File: config.mk
export PLATFORM = sky130hd
export DESIGN_NAME = iont_nand_tree
export DESIGN_NICKNAME = d
export VERILOG_FILES = /design/src/core/iont_nand_tree.v
export VERILOG_INCLUDE_DIRS = /design/src /design/src/core
export SDC_FILE = /design/constraint.sdc
export NUM_CORES = 1
export LEC_CHECK = 0
export ABC_AREA = 1
export CAP_MARGIN = 20
export CORE_AREA = 2 2 84 86
export DETAILED_ROUTE_END_ITERATION = 10
export DIE_AREA = 0 0 86 88
export DONT_BUFFER_PORTS = 1
export GPL_TIMING_DRIVEN = 0
export PLACE_DENSITY = 0.73
export RECOVER_POWER = 50
export SYNTH_ARGS = -nofsm -noshare
export SYNTH_HDL_FRONTEND = slang
export SYNTH_SLANG_ARGS = --single-unit
File: constraint.sdc
create_clock -name core_clk -period 2.35 [get_ports core_clk]
set_input_delay 0 -clock core_clk [delete_from_list [all_inputs] [get_ports core_clk]]
set_output_delay 0 -clock core_clk [all_outputs]
set_load 0.1 [all_outputs]
File: src/core/iont_consts.vh
// Purpose: constants for the pin chain connectivity test block
// Assumes: core clock 40 MHz from an internally multiplied 25 MHz reference
// Notes: strap code selecting the test mode is a plain default, not a known value
`ifndef IONT_CONSTS_VH
`define IONT_CONSTS_VH
`define IONT_CHAIN_LEN       42
`define IONT_REF_FREQ_MHZ    25
`define IONT_CORE_FREQ_MHZ   40
`define IONT_STRAP_W         3
`define IONT_STRAP_TEST_CODE 3'h7
`define IONT_IRQ_IDLE        1'b1
// strap settle counter: two edges fill the strap synchroniser after reset
`define IONT_SETTLE_W        2
`define IONT_SETTLE_LAST     2'h1
`define IONT_SETTLE_STEP     2'h1
`endif

File: src/core/iont_nand_tree.v
// Purpose: board connectivity test chain of nested nand gates over the digital pins
// Assumes: straps are stable around reset; pins arrive unsynchronised from the board
// Notes: chain output is observed on the interrupt request pin while the test mode is on
// Overview of operation
// - in test mode each digital pin feeds one nand of a nested chain
// - last nand of the chain drives the interrupt request pin
// - chain output alternates with each new input pulled low
// - 25 MHz crystal reference is multiplied inside to clock the core
`include "iont_consts.vh"
`timescale 1ns/1ps
`default_nettype none
module iont_nand_tree #(
	parameter CHAIN_LEN = `IONT_CHAIN_LEN
) (
	input  wire                     core_clk,
	input  wire                     nrst,
	input  wire                     indicator2_strap_bit1,
	input  wire                     indicator2_strap_bit0,
	input  wire                     indicator4_strap_bit0,
	input  wire [CHAIN_LEN-1:0]     chainPinIn,
	input  wire [CHAIN_LEN-1:0]     funcPinOut,
	input  wire [CHAIN_LEN-1:0]     funcPinOe,
	input  wire                     funcIrq_n,
	output wire [CHAIN_LEN-1:0]     chainPinOut,
	output wire [CHAIN_LEN-1:0]     chainPinOe,
	output reg                      interrupt_request_pin_out,
	output wire                     interrupt_request_pin_oe,
	output reg                      testMode_reg
);
	// core clock derives from the 25 MHz reference through the internal multiplier
	localparam integer REF_MHZ  = `IONT_REF_FREQ_MHZ;
	localparam integer CORE_MHZ = `IONT_CORE_FREQ_MHZ;

	// strap sampling states
	localparam [1:0] MODE_SETTLE = 2'h0;
	localparam [1:0] MODE_SAMPLE = 2'h1;
	localparam [1:0] MODE_HOLD   = 2'h2;

	// strap path
	reg  [`IONT_STRAP_W-1:0]  strapSync1_reg;
	reg  [`IONT_STRAP_W-1:0]  strapSync2_reg;
	wire [`IONT_STRAP_W-1:0]  strapRaw;
	wire                      strapIsTest;

	// mode state machine
	reg  [1:0]                modeState_reg;
	reg  [1:0]                modeState_next;
	reg  [`IONT_SETTLE_W-1:0] settleCnt_reg;
	reg  [`IONT_SETTLE_W-1:0] settleCnt_next;
	reg                       testMode_next;

	// pin path and chain
	reg  [CHAIN_LEN-1:0]      pinSync1_reg;
	reg  [CHAIN_LEN-1:0]      pinSync2_reg;
	wire [CHAIN_LEN:0]        chainNode;
	wire                      chainOut;

	// irq output path
	reg                       irqOut_next;

	// straps gathered in code order
	assign strapRaw = {indicator2_strap_bit1,
		indicator2_strap_bit0,
		indicator4_strap_bit0};

	// strap synchroniser, two stages
	always @(posedge core_clk) begin
		if (!nrst) begin
			strapSync1_reg <= {`IONT_STRAP_W{1'b0}};
			strapSync2_reg <= {`IONT_STRAP_W{1'b0}};
		end else begin
			strapSync1_reg <= strapRaw;
			strapSync2_reg <= strapSync1_reg;
		end
	end

	// only the second stage is decoded
	assign strapIsTest = (strapSync2_reg == `IONT_STRAP_TEST_CODE);

	// mode next state: settle, sample once, then hold until reset
	always @* begin
		modeState_next = modeState_reg;
		settleCnt_next = settleCnt_reg;
		testMode_next  = testMode_reg;
		case (modeState_reg)
			MODE_SETTLE: begin
				// second synchroniser stage still holds reset zeros here
				if (settleCnt_reg == `IONT_SETTLE_LAST) begin
					modeState_next = MODE_SAMPLE;
				end else begin
					settleCnt_next = settleCnt_reg + `IONT_SETTLE_STEP;
				end
			end
			MODE_SAMPLE: begin
				testMode_next  = strapIsTest;
				modeState_next = MODE_HOLD;
			end
			MODE_HOLD: begin
				// later strap changes ignored
				modeState_next = MODE_HOLD;
			end
			default: begin
				modeState_next = MODE_SETTLE;
				settleCnt_next = {`IONT_SETTLE_W{1'b0}};
				testMode_next  = 1'b0;
			end
		endcase
	end

	// mode registers
	always @(posedge core_clk) begin
		if (!nrst) begin
			modeState_reg <= MODE_SETTLE;
			settleCnt_reg <= {`IONT_SETTLE_W{1'b0}};
			testMode_reg  <= 1'b0;
		end else begin
			modeState_reg <= modeState_next;
			settleCnt_reg <= settleCnt_next;
			testMode_reg  <= testMode_next;
		end
	end

	// pin synchroniser, two stages
	always @(posedge core_clk) begin
		if (!nrst) begin
			pinSync1_reg <= {CHAIN_LEN{1'b0}};
			pinSync2_reg <= {CHAIN_LEN{1'b0}};
		end else begin
			pinSync1_reg <= chainPinIn;
			pinSync2_reg <= pinSync1_reg;
		end
	end

	// chain seed; first gate sees a constant high
	assign chainNode[0] = 1'b1;

	// per pin: one nand stage, pin direction and functional drive
	genvar i;
	generate
		for (i = 0; i < CHAIN_LEN; i = i + 1) begin : gChain
			// bit 0 is the first pin in test order
			assign chainNode[i+1] = ~(chainNode[i] & pinSync2_reg[i]);
			// pins become inputs in test mode
			assign chainPinOe[i]  = testMode_reg ? 1'b0 : funcPinOe[i];
			// functional level passes through untouched
			assign chainPinOut[i] = funcPinOut[i];
		end
	endgenerate

	// all high gives alternating output; with an even length the end is high
	assign chainOut = chainNode[CHAIN_LEN];

	// irq pin source: chain in test mode, else functional interrupt
	always @* begin
		if (testMode_reg) begin
			irqOut_next = chainOut;
		end else begin
			irqOut_next = funcIrq_n;
		end
	end

	// irq output register
	always @(posedge core_clk) begin
		if (!nrst) begin
			interrupt_request_pin_out <= `IONT_IRQ_IDLE;
		end else begin
			interrupt_request_pin_out <= irqOut_next;
		end
	end

	// driven actively in test mode; open drain low-only otherwise
	assign interrupt_request_pin_oe = testMode_reg | ~interrupt_request_pin_out;
endmodule
`default_nettype wire

; Yosys cells after proc, flatten, opt, wreduce, memory -nomap -nowiden
; Cells that the tools add are included.
[classes]
n_bitwise = 86
n_reduce_logical = 4
eq_ne = 6
muxes = 48
add_sub_neg = 1
[op_table]
columns = cell, count
row1 = 1-bit NOT, 44
row2 = 1-bit 2-to-1 mux, 43
row3 = 1-bit bitwise AND, 41
row4 = 2-bit one-hot mux with 2 select lines, 2
row5 = "2-bit by 1-bit equality test with 1-bit output, second input constant", 2
row6 = 2-bit 2-to-1 mux, 2
row7 = "2-bit inequality test, second input constant", 2
row8 = 2-bit OR reduction, 2
row9 = "3-bit equality test, second input constant", 1
row10 = "2-bit by 1-bit adder with 2-bit output, second input constant", 1
row11 = "2-bit equality test, second input constant", 1
row12 = 2-bit zero test, 1
row13 = 1-bit one-hot mux with 2 select lines, 1
row14 = 2-bit AND reduction, 1
row15 = 1-bit OR, 1
[word_totals]
in_bits = 132
out_inout_bits = 87
register_bits = 96
elab_cells = 153

; Logic depth before layout (Yosys ltp)
; Gate-level depths: netlist (run 1).
[logic_depth]
depth_word = 84
mapped_depth = 44
mapped_depth_nobuf = 44

; Worst setup path before layout (run 1)
; OpenSTA, ideal clock, no wires.
[synth_path]
kind = register to output
from = register testMode_reg
to = output chainPinOe[0]
path_slack_ns = -0.048
path_buffers = 2
arrival_ns = 2.398
t_required_ns = 2.350
stages_incl_launch_ff = 4
path_cell_list = dfxtp_1 > buf_6 > clkbuf_1 > nor2_1
[synth_between]
elab_chain_len = 1
[synth_rtl]
columns = element, line
row1 = from (decl), iont_nand_tree.v:28  ; output reg testMode_reg
row2 = from (signal assigned), iont_nand_tree.v:119  ; testMode_reg <= testMode_next;
row3 = 1-bit 2-to-1 mux, iont_nand_tree.v:144  ; assign chainPinOe[i] = testMode_reg ? 1'b0 : funcPinOe[i];
row4 = to (decl), iont_nand_tree.v:25  ; output wire [CHAIN_LEN-1:0] chainPinOe,
; No other way between the ends.

; Worst setup path after layout (run 1)
[layout_path]
from = register pinSync2_reg[0]
to = register interrupt_request_pin_out
[layout_between]
elab_chain_len = 84
[layout_rtl]
columns = element, line
row1 = from (decl), iont_nand_tree.v:54  ; reg [CHAIN_LEN-1:0] pinSync2_reg;
row2 = from (signal assigned), iont_nand_tree.v:127  ; pinSync2_reg <= {CHAIN_LEN{1'b0}};
row3 = from (signal assigned), iont_nand_tree.v:130  ; pinSync2_reg <= pinSync1_reg;
row4 = 1-bit NOT, iont_nand_tree.v:142  ; assign chainNode[i+1] = ~(chainNode[i] & pinSync2_reg[i]);
row5 = 1-bit bitwise AND, iont_nand_tree.v:142
row6 = 1-bit NOT, iont_nand_tree.v:142
row7 = 1-bit bitwise AND, iont_nand_tree.v:142
row8 = 1-bit NOT, iont_nand_tree.v:142
row9 = 1-bit bitwise AND, iont_nand_tree.v:142
row10 = 1-bit NOT, iont_nand_tree.v:142
row11 = 1-bit bitwise AND, iont_nand_tree.v:142
row12 = [... 68 more ...], n/a
row13 = 1-bit NOT, iont_nand_tree.v:142
row14 = 1-bit bitwise AND, iont_nand_tree.v:142
row15 = 1-bit NOT, iont_nand_tree.v:142
row16 = 1-bit bitwise AND, iont_nand_tree.v:142
row17 = 1-bit NOT, iont_nand_tree.v:142
row18 = 1-bit bitwise AND, iont_nand_tree.v:142
row19 = 1-bit NOT, iont_nand_tree.v:142
row20 = 1-bit 2-to-1 mux, iont_nand_tree.v:155  ; if (testMode_reg) begin
row21 = to (signal assigned), iont_nand_tree.v:165  ; interrupt_request_pin_out <= `IONT_IRQ_IDLE;
row22 = to (signal assigned), iont_nand_tree.v:167  ; interrupt_request_pin_out <= irqOut_next;
row23 = to (decl), iont_nand_tree.v:26  ; output reg interrupt_request_pin_out,
; No other way between the ends.
; A chain may end at the register's enable or synchronous reset.

==> qor.yml, run 1 <==
ant_nets: 0
rsz0062_at_grt: "yes"
synth_compound_area_frac: 0.0131
cp.required_ps: 2600
wl_microns: 8600
remaining_drc_errors: 0
critPathKind: "register to register"
htree_levels: 3
routedWlPerCell_microns: 13.6
die_h_microns: 88
cts_buffer_depth: 2
stdcell_area_sq_mm: 0.00455
outcome: "finished, violations left"
slew_viol_final: 0
fin_nets: 685
p_comb_frac: 0.486
die_x_microns: 86
gp_congestion: 0.738
synth.most_common_cell: "inv_1"
fp.coreArea_sq_mm: 0.00664
grt_pass1_vias: 2572
synth_edf_count: 0
multi_input_area_sq_mm: 0.00106
cp_common_cell: "nand2_1"
portBuffers: 0
finalSetupViolCount: 8
yosysWarnings: 0
synth-seq-area-share: 0.531
p_total_uw: 5940
min_period_ps: 2570
grt_max_degree: 17
synth_xor_xnor_area_share: 0
netSwitchingFraction: 0.533
cts-root-buf: "clkbuf_8"
clkSinkCount: 96
clock_latency_ps: 350
p_per_area_mw_per_mm2: 1300
grt_usage: 0.221
power.switching_uw: 3170
layout-drive-gt1-share: 0.119
crit_buf_inv: 1
grt_pass1_wl_microns: 12500
violations: "negative setup slack"
firstDrtPassIters: 4
viasPerCell: 4.45
cp-start-kind: "register"
die_area_sq_mm: 0.00757
sequentialPowerShare: 0.317
synthCells: 491
ys.flop_type: "dfxtp_1"
arrival_ps: 2820
synthTopCellsByCount: "inv_1 (141), nand2_1 (136), dfxtp_1 (96)"
synth.distinct_cells: 13
pin_count: 219
cp_max_fo: 1
hp-class: "input pin to register"
yosys.area_share.simple: 0.192
dr.first_iter.drc_count: 68
synth_top_area_share: 0.531
slew_headroom: 0.192
max_stage_delay_ps: 330
fin_skew_ps: 11.6
synthArstFlopShare: 0
fmax_mhz: 390
synth_fa_ha_area_frac: 0.0138
worst_path_max_delay_cell: "dfxtp_2"
worstMarginPinSlew_ps: 1220
grt_overflow_total: 0
critical_path.endpoint_type: "register"
avgSynthCellArea_sq_um: 7.38
area_growth_pct: 25.7
p_int_uw: 2770
muxShareOfSynthArea: 0
fill_cells: 543
netlist_area_sq_mm: 0.00362
place_area_sq_mm: 0.00385
ir_worst_vdd_mv: 0.667
cp_top_family: "simple AND/OR/NAND/NOR gates"
cts.clk_slew.worst_paths_ps: 90
rows: 30
drv_cap: 0
cts_tree: "yes"
ys_seq_elements: 96
post-synth-top-area-cell: "dfxtp_1"
antenna_found_initial: 0
num_vias: 2822
antenna_cells: 0
leakagePower_uw: 0.00260
syn_nets: 627
post-route-period-util: 1.09
fin_ws_ps: -216
dp_hpwl_microns: 6370
synth_area_leaders: "dfxtp_1 (53%), inv_1 (15%), nand2_1 (14%)"
seqCellArea_sq_mm: 0.00192
start_util: 0.545
finalHoldViolCount: 0
synth_top_family_by_area: "buffers and inverters"
cts_made_buffers: 9
p_clk_frac: 0.197
[stage by stage]
step	std cells	setup WS, ps	utilization	TNS [ps]	hold slack, ps
2_1_floorplan	491	-47.6	-	-1900	97.6
3_3_place_gp	571	-283	0.560	-6720	98.8
3_5_place_dp	572	-194	0.580	-194	101
4_1_cts	634	-206	0.692	-206	2.81
5_1_grt	634	-674	0.685	-2290	15.2
6_report	634	-216	0.685	-869	15.0
[kinds of logic after synthesis]
logic type      count (synthesis)
simple gates                  184
fa+ha+maj                       4
flops                          96
compound gates                  9
buf+inv                       198
[power by group through the flow]
stage | clock network, uW | logic [uW] | registers [uW]
floorplan | 0 | 2390 | 1900
global placement | 0 | 2520 | 1910
detailed placement | 0 | 2690 | 1920
CTS | 1180 | 2800 | 1880
global route | 1270 | 2990 | 1890
finish | 1170 | 2890 | 1880
[per-layer routing]
layer	up-vias	wire length [microns]	track usage
met5	-	0	0
li1	1416	-	-
met2	117	4560	0.407
met4	0	162	0.0823
met3	18	726	0.0801
met1	1271	3150	0.230
[cell usage in the layout, fill, tap and decap left out, types with 3 or more instances in the layout]
master,count
inv_1,140
nand2_1,135
dfxtp_1,94
clkbuf_1,54
dlygate4sd3_1,46
nor2_4,32
nor2_2,10
clkbuf_8,10
a21oi_1,5
nor2_1,4
ha_1,4
o21ai_0,3
[final timing paths]
| path | startpoint | endpoint | depth (start not counted) | slack, ps |
|---|---|---|---|---|
| hold reg to reg | pinSync1_reg[26] | pinSync2_reg[26] | 2 | 410 |
| setup reg to reg | pinSync2_reg[0] | interrupt_request_pin_out | 44 | -220 |
| setup / recovery | pinSync2_reg[0] | interrupt_request_pin_out | 44 | -220 |
| hold / removal | nrst | pinSync2_reg[30] | 3 | 20 |
[layout make-up]
cell class / instances / area share
repair buffers: 47 / 0.107
clock inverters: 6 / 0.0198
plain buffers: 57 / 0.0492
inverters: 141 / 0.116
flip-flops and latches: 96 / 0.423
clock buffers: 10 / 0.0302
multi-input cells: 197 / 0.233
well taps: 80 / 0.0220
[worst reg2reg max path, delay by kind of cell (launching register included)]
kind          cells  cell delay (ps)
buf+inv           1               40
simple gates     43             2100
flops             1              330
[repair_timing]
action                                  in CTS  in global routing
hold buffers                                46                  0
hold endpoints to repair                    46                  0
setup buffers                                0                  0
gates cloned                                 0                  0
pin swaps                                    0                  2
gates resized for setup                     13                 27
endpoints found under the setup margin      42                 26
(Power assumes the default switching activity.)
==> run 2: changes to the inputs <==
ABC_AREA = 0   (was 1)
CORE_AREA = 2 2 85 87   (was 2 2 84 86)
DIE_AREA = 0 0 87 89   (was 0 0 86 88)
GPL_ROUTABILITY_DRIVEN = 0   (was default)
PLACE_DENSITY = 0.69   (was 0.73)
==> qor.yml, run 2 <==
outcome: "finished, violations left"
violations: "negative setup slack"
highest_layer: "met4"
fin_ws_ps: -40.1
synthArstFlopShare: 0
layout_commonest_cell: "dfxtp_1"
area_growth_pct: 38.2
fp.coreArea_sq_mm: 0.00672
dr.first_iter.drc_count: 99
post-route-period-util: 1.02
stdcell_count: 532
dpl_worst_slack_ps: -378
met1_length_microns: 3890
htree_levels: 3
grt_pass1_wl_microns: 14200
ys.flop_type: "dfxtp_1"
syn_nets: 481
die_area_sq_mm: 0.00774
cp-start-kind: "register"
path_cells: "buf_2 -> clkbuf_2 -> nor2b_2"
met2_length_microns: 5330
fin_skew_ps: 7.98
synth_top_area_share: 0.546
critPathKind: "register to output pin"
grt_usage: 0.256
synthCells: 345
pin_count: 219
crit_buf_inv: 2
cts_tree: "yes"
max_stage_delay_ps: 920
worstMarginPinSlew_ps: 1350
place_area_sq_mm: 0.00372
ant_nets: 0
routedWlPerCell_microns: 19.4
slew_viol_final: 0
cts_made_buffers: 9
ys_seq_elements: 96
stdcell_area_sq_mm: 0.00486
finalSetupViolCount: 7
start_util: 0.524
critical_path.endpoint_type: "output pin"
worst_path_max_delay_cell: "nor2b_2"
synth_edf_count: 0
rows: 30
hp-class: "input pin to output pin"
dr_wl_met3_microns: 909
dp_hpwl_microns: 6770
synthTopCellsByCount: "dfxtp_1 (96), and2_1 (91), nor2b_1 (46)"
wl_microns: 10300
grt_pass1_vias: 2605
avgSynthCellArea_sq_um: 10.2
post-cts-setup-buffers: 0
layout-drive-gt1-share: 0.155
crit_start: "testMode_reg"
synth.distinct_cells: 27
fmax_mhz: 418
hold_start: "funcPinOe[14]"
cp_max_fo: 10
clkSinkCount: 96
reg2reg_from: "testMode_reg"
netlist_area_sq_mm: 0.00352
fin_nets: 582
rsz0062_at_grt: "yes"
clock_latency_ps: 350
p_per_area_mw_per_mm2: 837
cts.clk_slew.worst_paths_ps: 90
cts-root-buf: "clkbuf_8"
synth_area_leaders: "dfxtp_1 (55%), and2_1 (16%), buf_4 (9.0%)"
grt_max_degree: 16
synth.most_common_cell: "dfxtp_1"
portBuffers: 0
num_vias: 2571
cts_buffer_depth: 2
synth-seq-area-share: 0.546
dp.cells: 425
slew_headroom: 0.102
viasPerCell: 4.83
yosysWarnings: 0
min_period_ps: 2390
finalHoldViolCount: 0
drv_cap: 0
die_x_microns: 87
cp.required_ps: 2350
die_h_microns: 89
leakagePower_uw: 0.00212
arrival_ps: 2390
p_total_uw: 4070
post-synth-top-area-cell: "dfxtp_1"
antenna_found_initial: 1
firstDrtPassIters: 4
ir_worst_vdd_mv: 0.532
mostFrequentLayoutCells: "dfxtp_1 (95), dlygate4sd3_1 (90), and2_1 (74), clkbuf_1 (49), nor2b_4 (32)"
remaining_drc_errors: 0
cp_top_family: "simple AND/OR/NAND/NOR gates"
grt_overflow_total: 0
-- run 2: layout make-up --
class / count / area (sq um)
fillers: 476 / 1850
flip-flops and latches: 96 / 1920
multi-input cells: 183 / 1450
inverters: 9 / 33.8
well taps: 80 / 100
diodes: 1 / 2.50
repair buffers: 90 / 901
clock inverters: 7 / 110
plain buffers: 57 / 224
clock buffers: 9 / 124
-- run 2: through the flow --
step | hold slack (ps) | util | setup TNS [ps]
final | 206 | 0.724 | -204
after global routing | 207 | 0.724 | -680
after CTS | 208 | 0.728 | -1540
after detailed placement | 130 | 0.554 | -378
after global placement | 127 | 0.539 | -10860
after floorplan | 127 | - | -5590
-- run 2: what timing repair did --
item	4_1_cts	5_1_grt
cloned	0	0
hold endpoints to repair	69	0
hold buffers	90	0
resized for setup	9	34
pin swaps	0	0
endpoints found under the setup margin	40	34
-- run 2: final timing paths --
path                               endpoint  slack, ps  cells after the start
hold / removal               chainPinOe[14]        210                      1
setup reg to reg  interrupt_request_pin_out        710                      4
setup / recovery              chainPinOe[8]        -40                      3
hold reg to reg           strapSync2_reg[2]        440                      1
-- run 2: kinds of logic after synthesis --
family / synth area share
mux: 0.00284
buf+inv: 0.121
simple gates: 0.276
flops: 0.546
fa+ha+maj: 0.0142
compound gates: 0.0409
-- run 2: report_power, final --
group	leakage (uW)	internal [uW]	switching [uW]
combinational	0.00120	292	768
clock	0.000123	699	536
sequential	0.000795	1730	49.5
total	0.00212	2720	1350
-- run 2: worst register-to-register path, stage by stage (launching register included) --
cell	delay, ps
dfxtp_2	670
buf_2	350
nand3_1	180
a211oi_2	180
a32oi_1	120
-- run 2: layer usage --
| metal | up-vias | GRT usage |
|---|---|---|
| met4 | 0 | 0.0881 |
| met1 | 1205 | 0.294 |
| met2 | 125 | 0.455 |
| met3 | 14 | 0.0776 |
| met5 | - | 0 |
| li1 | 1227 | - |
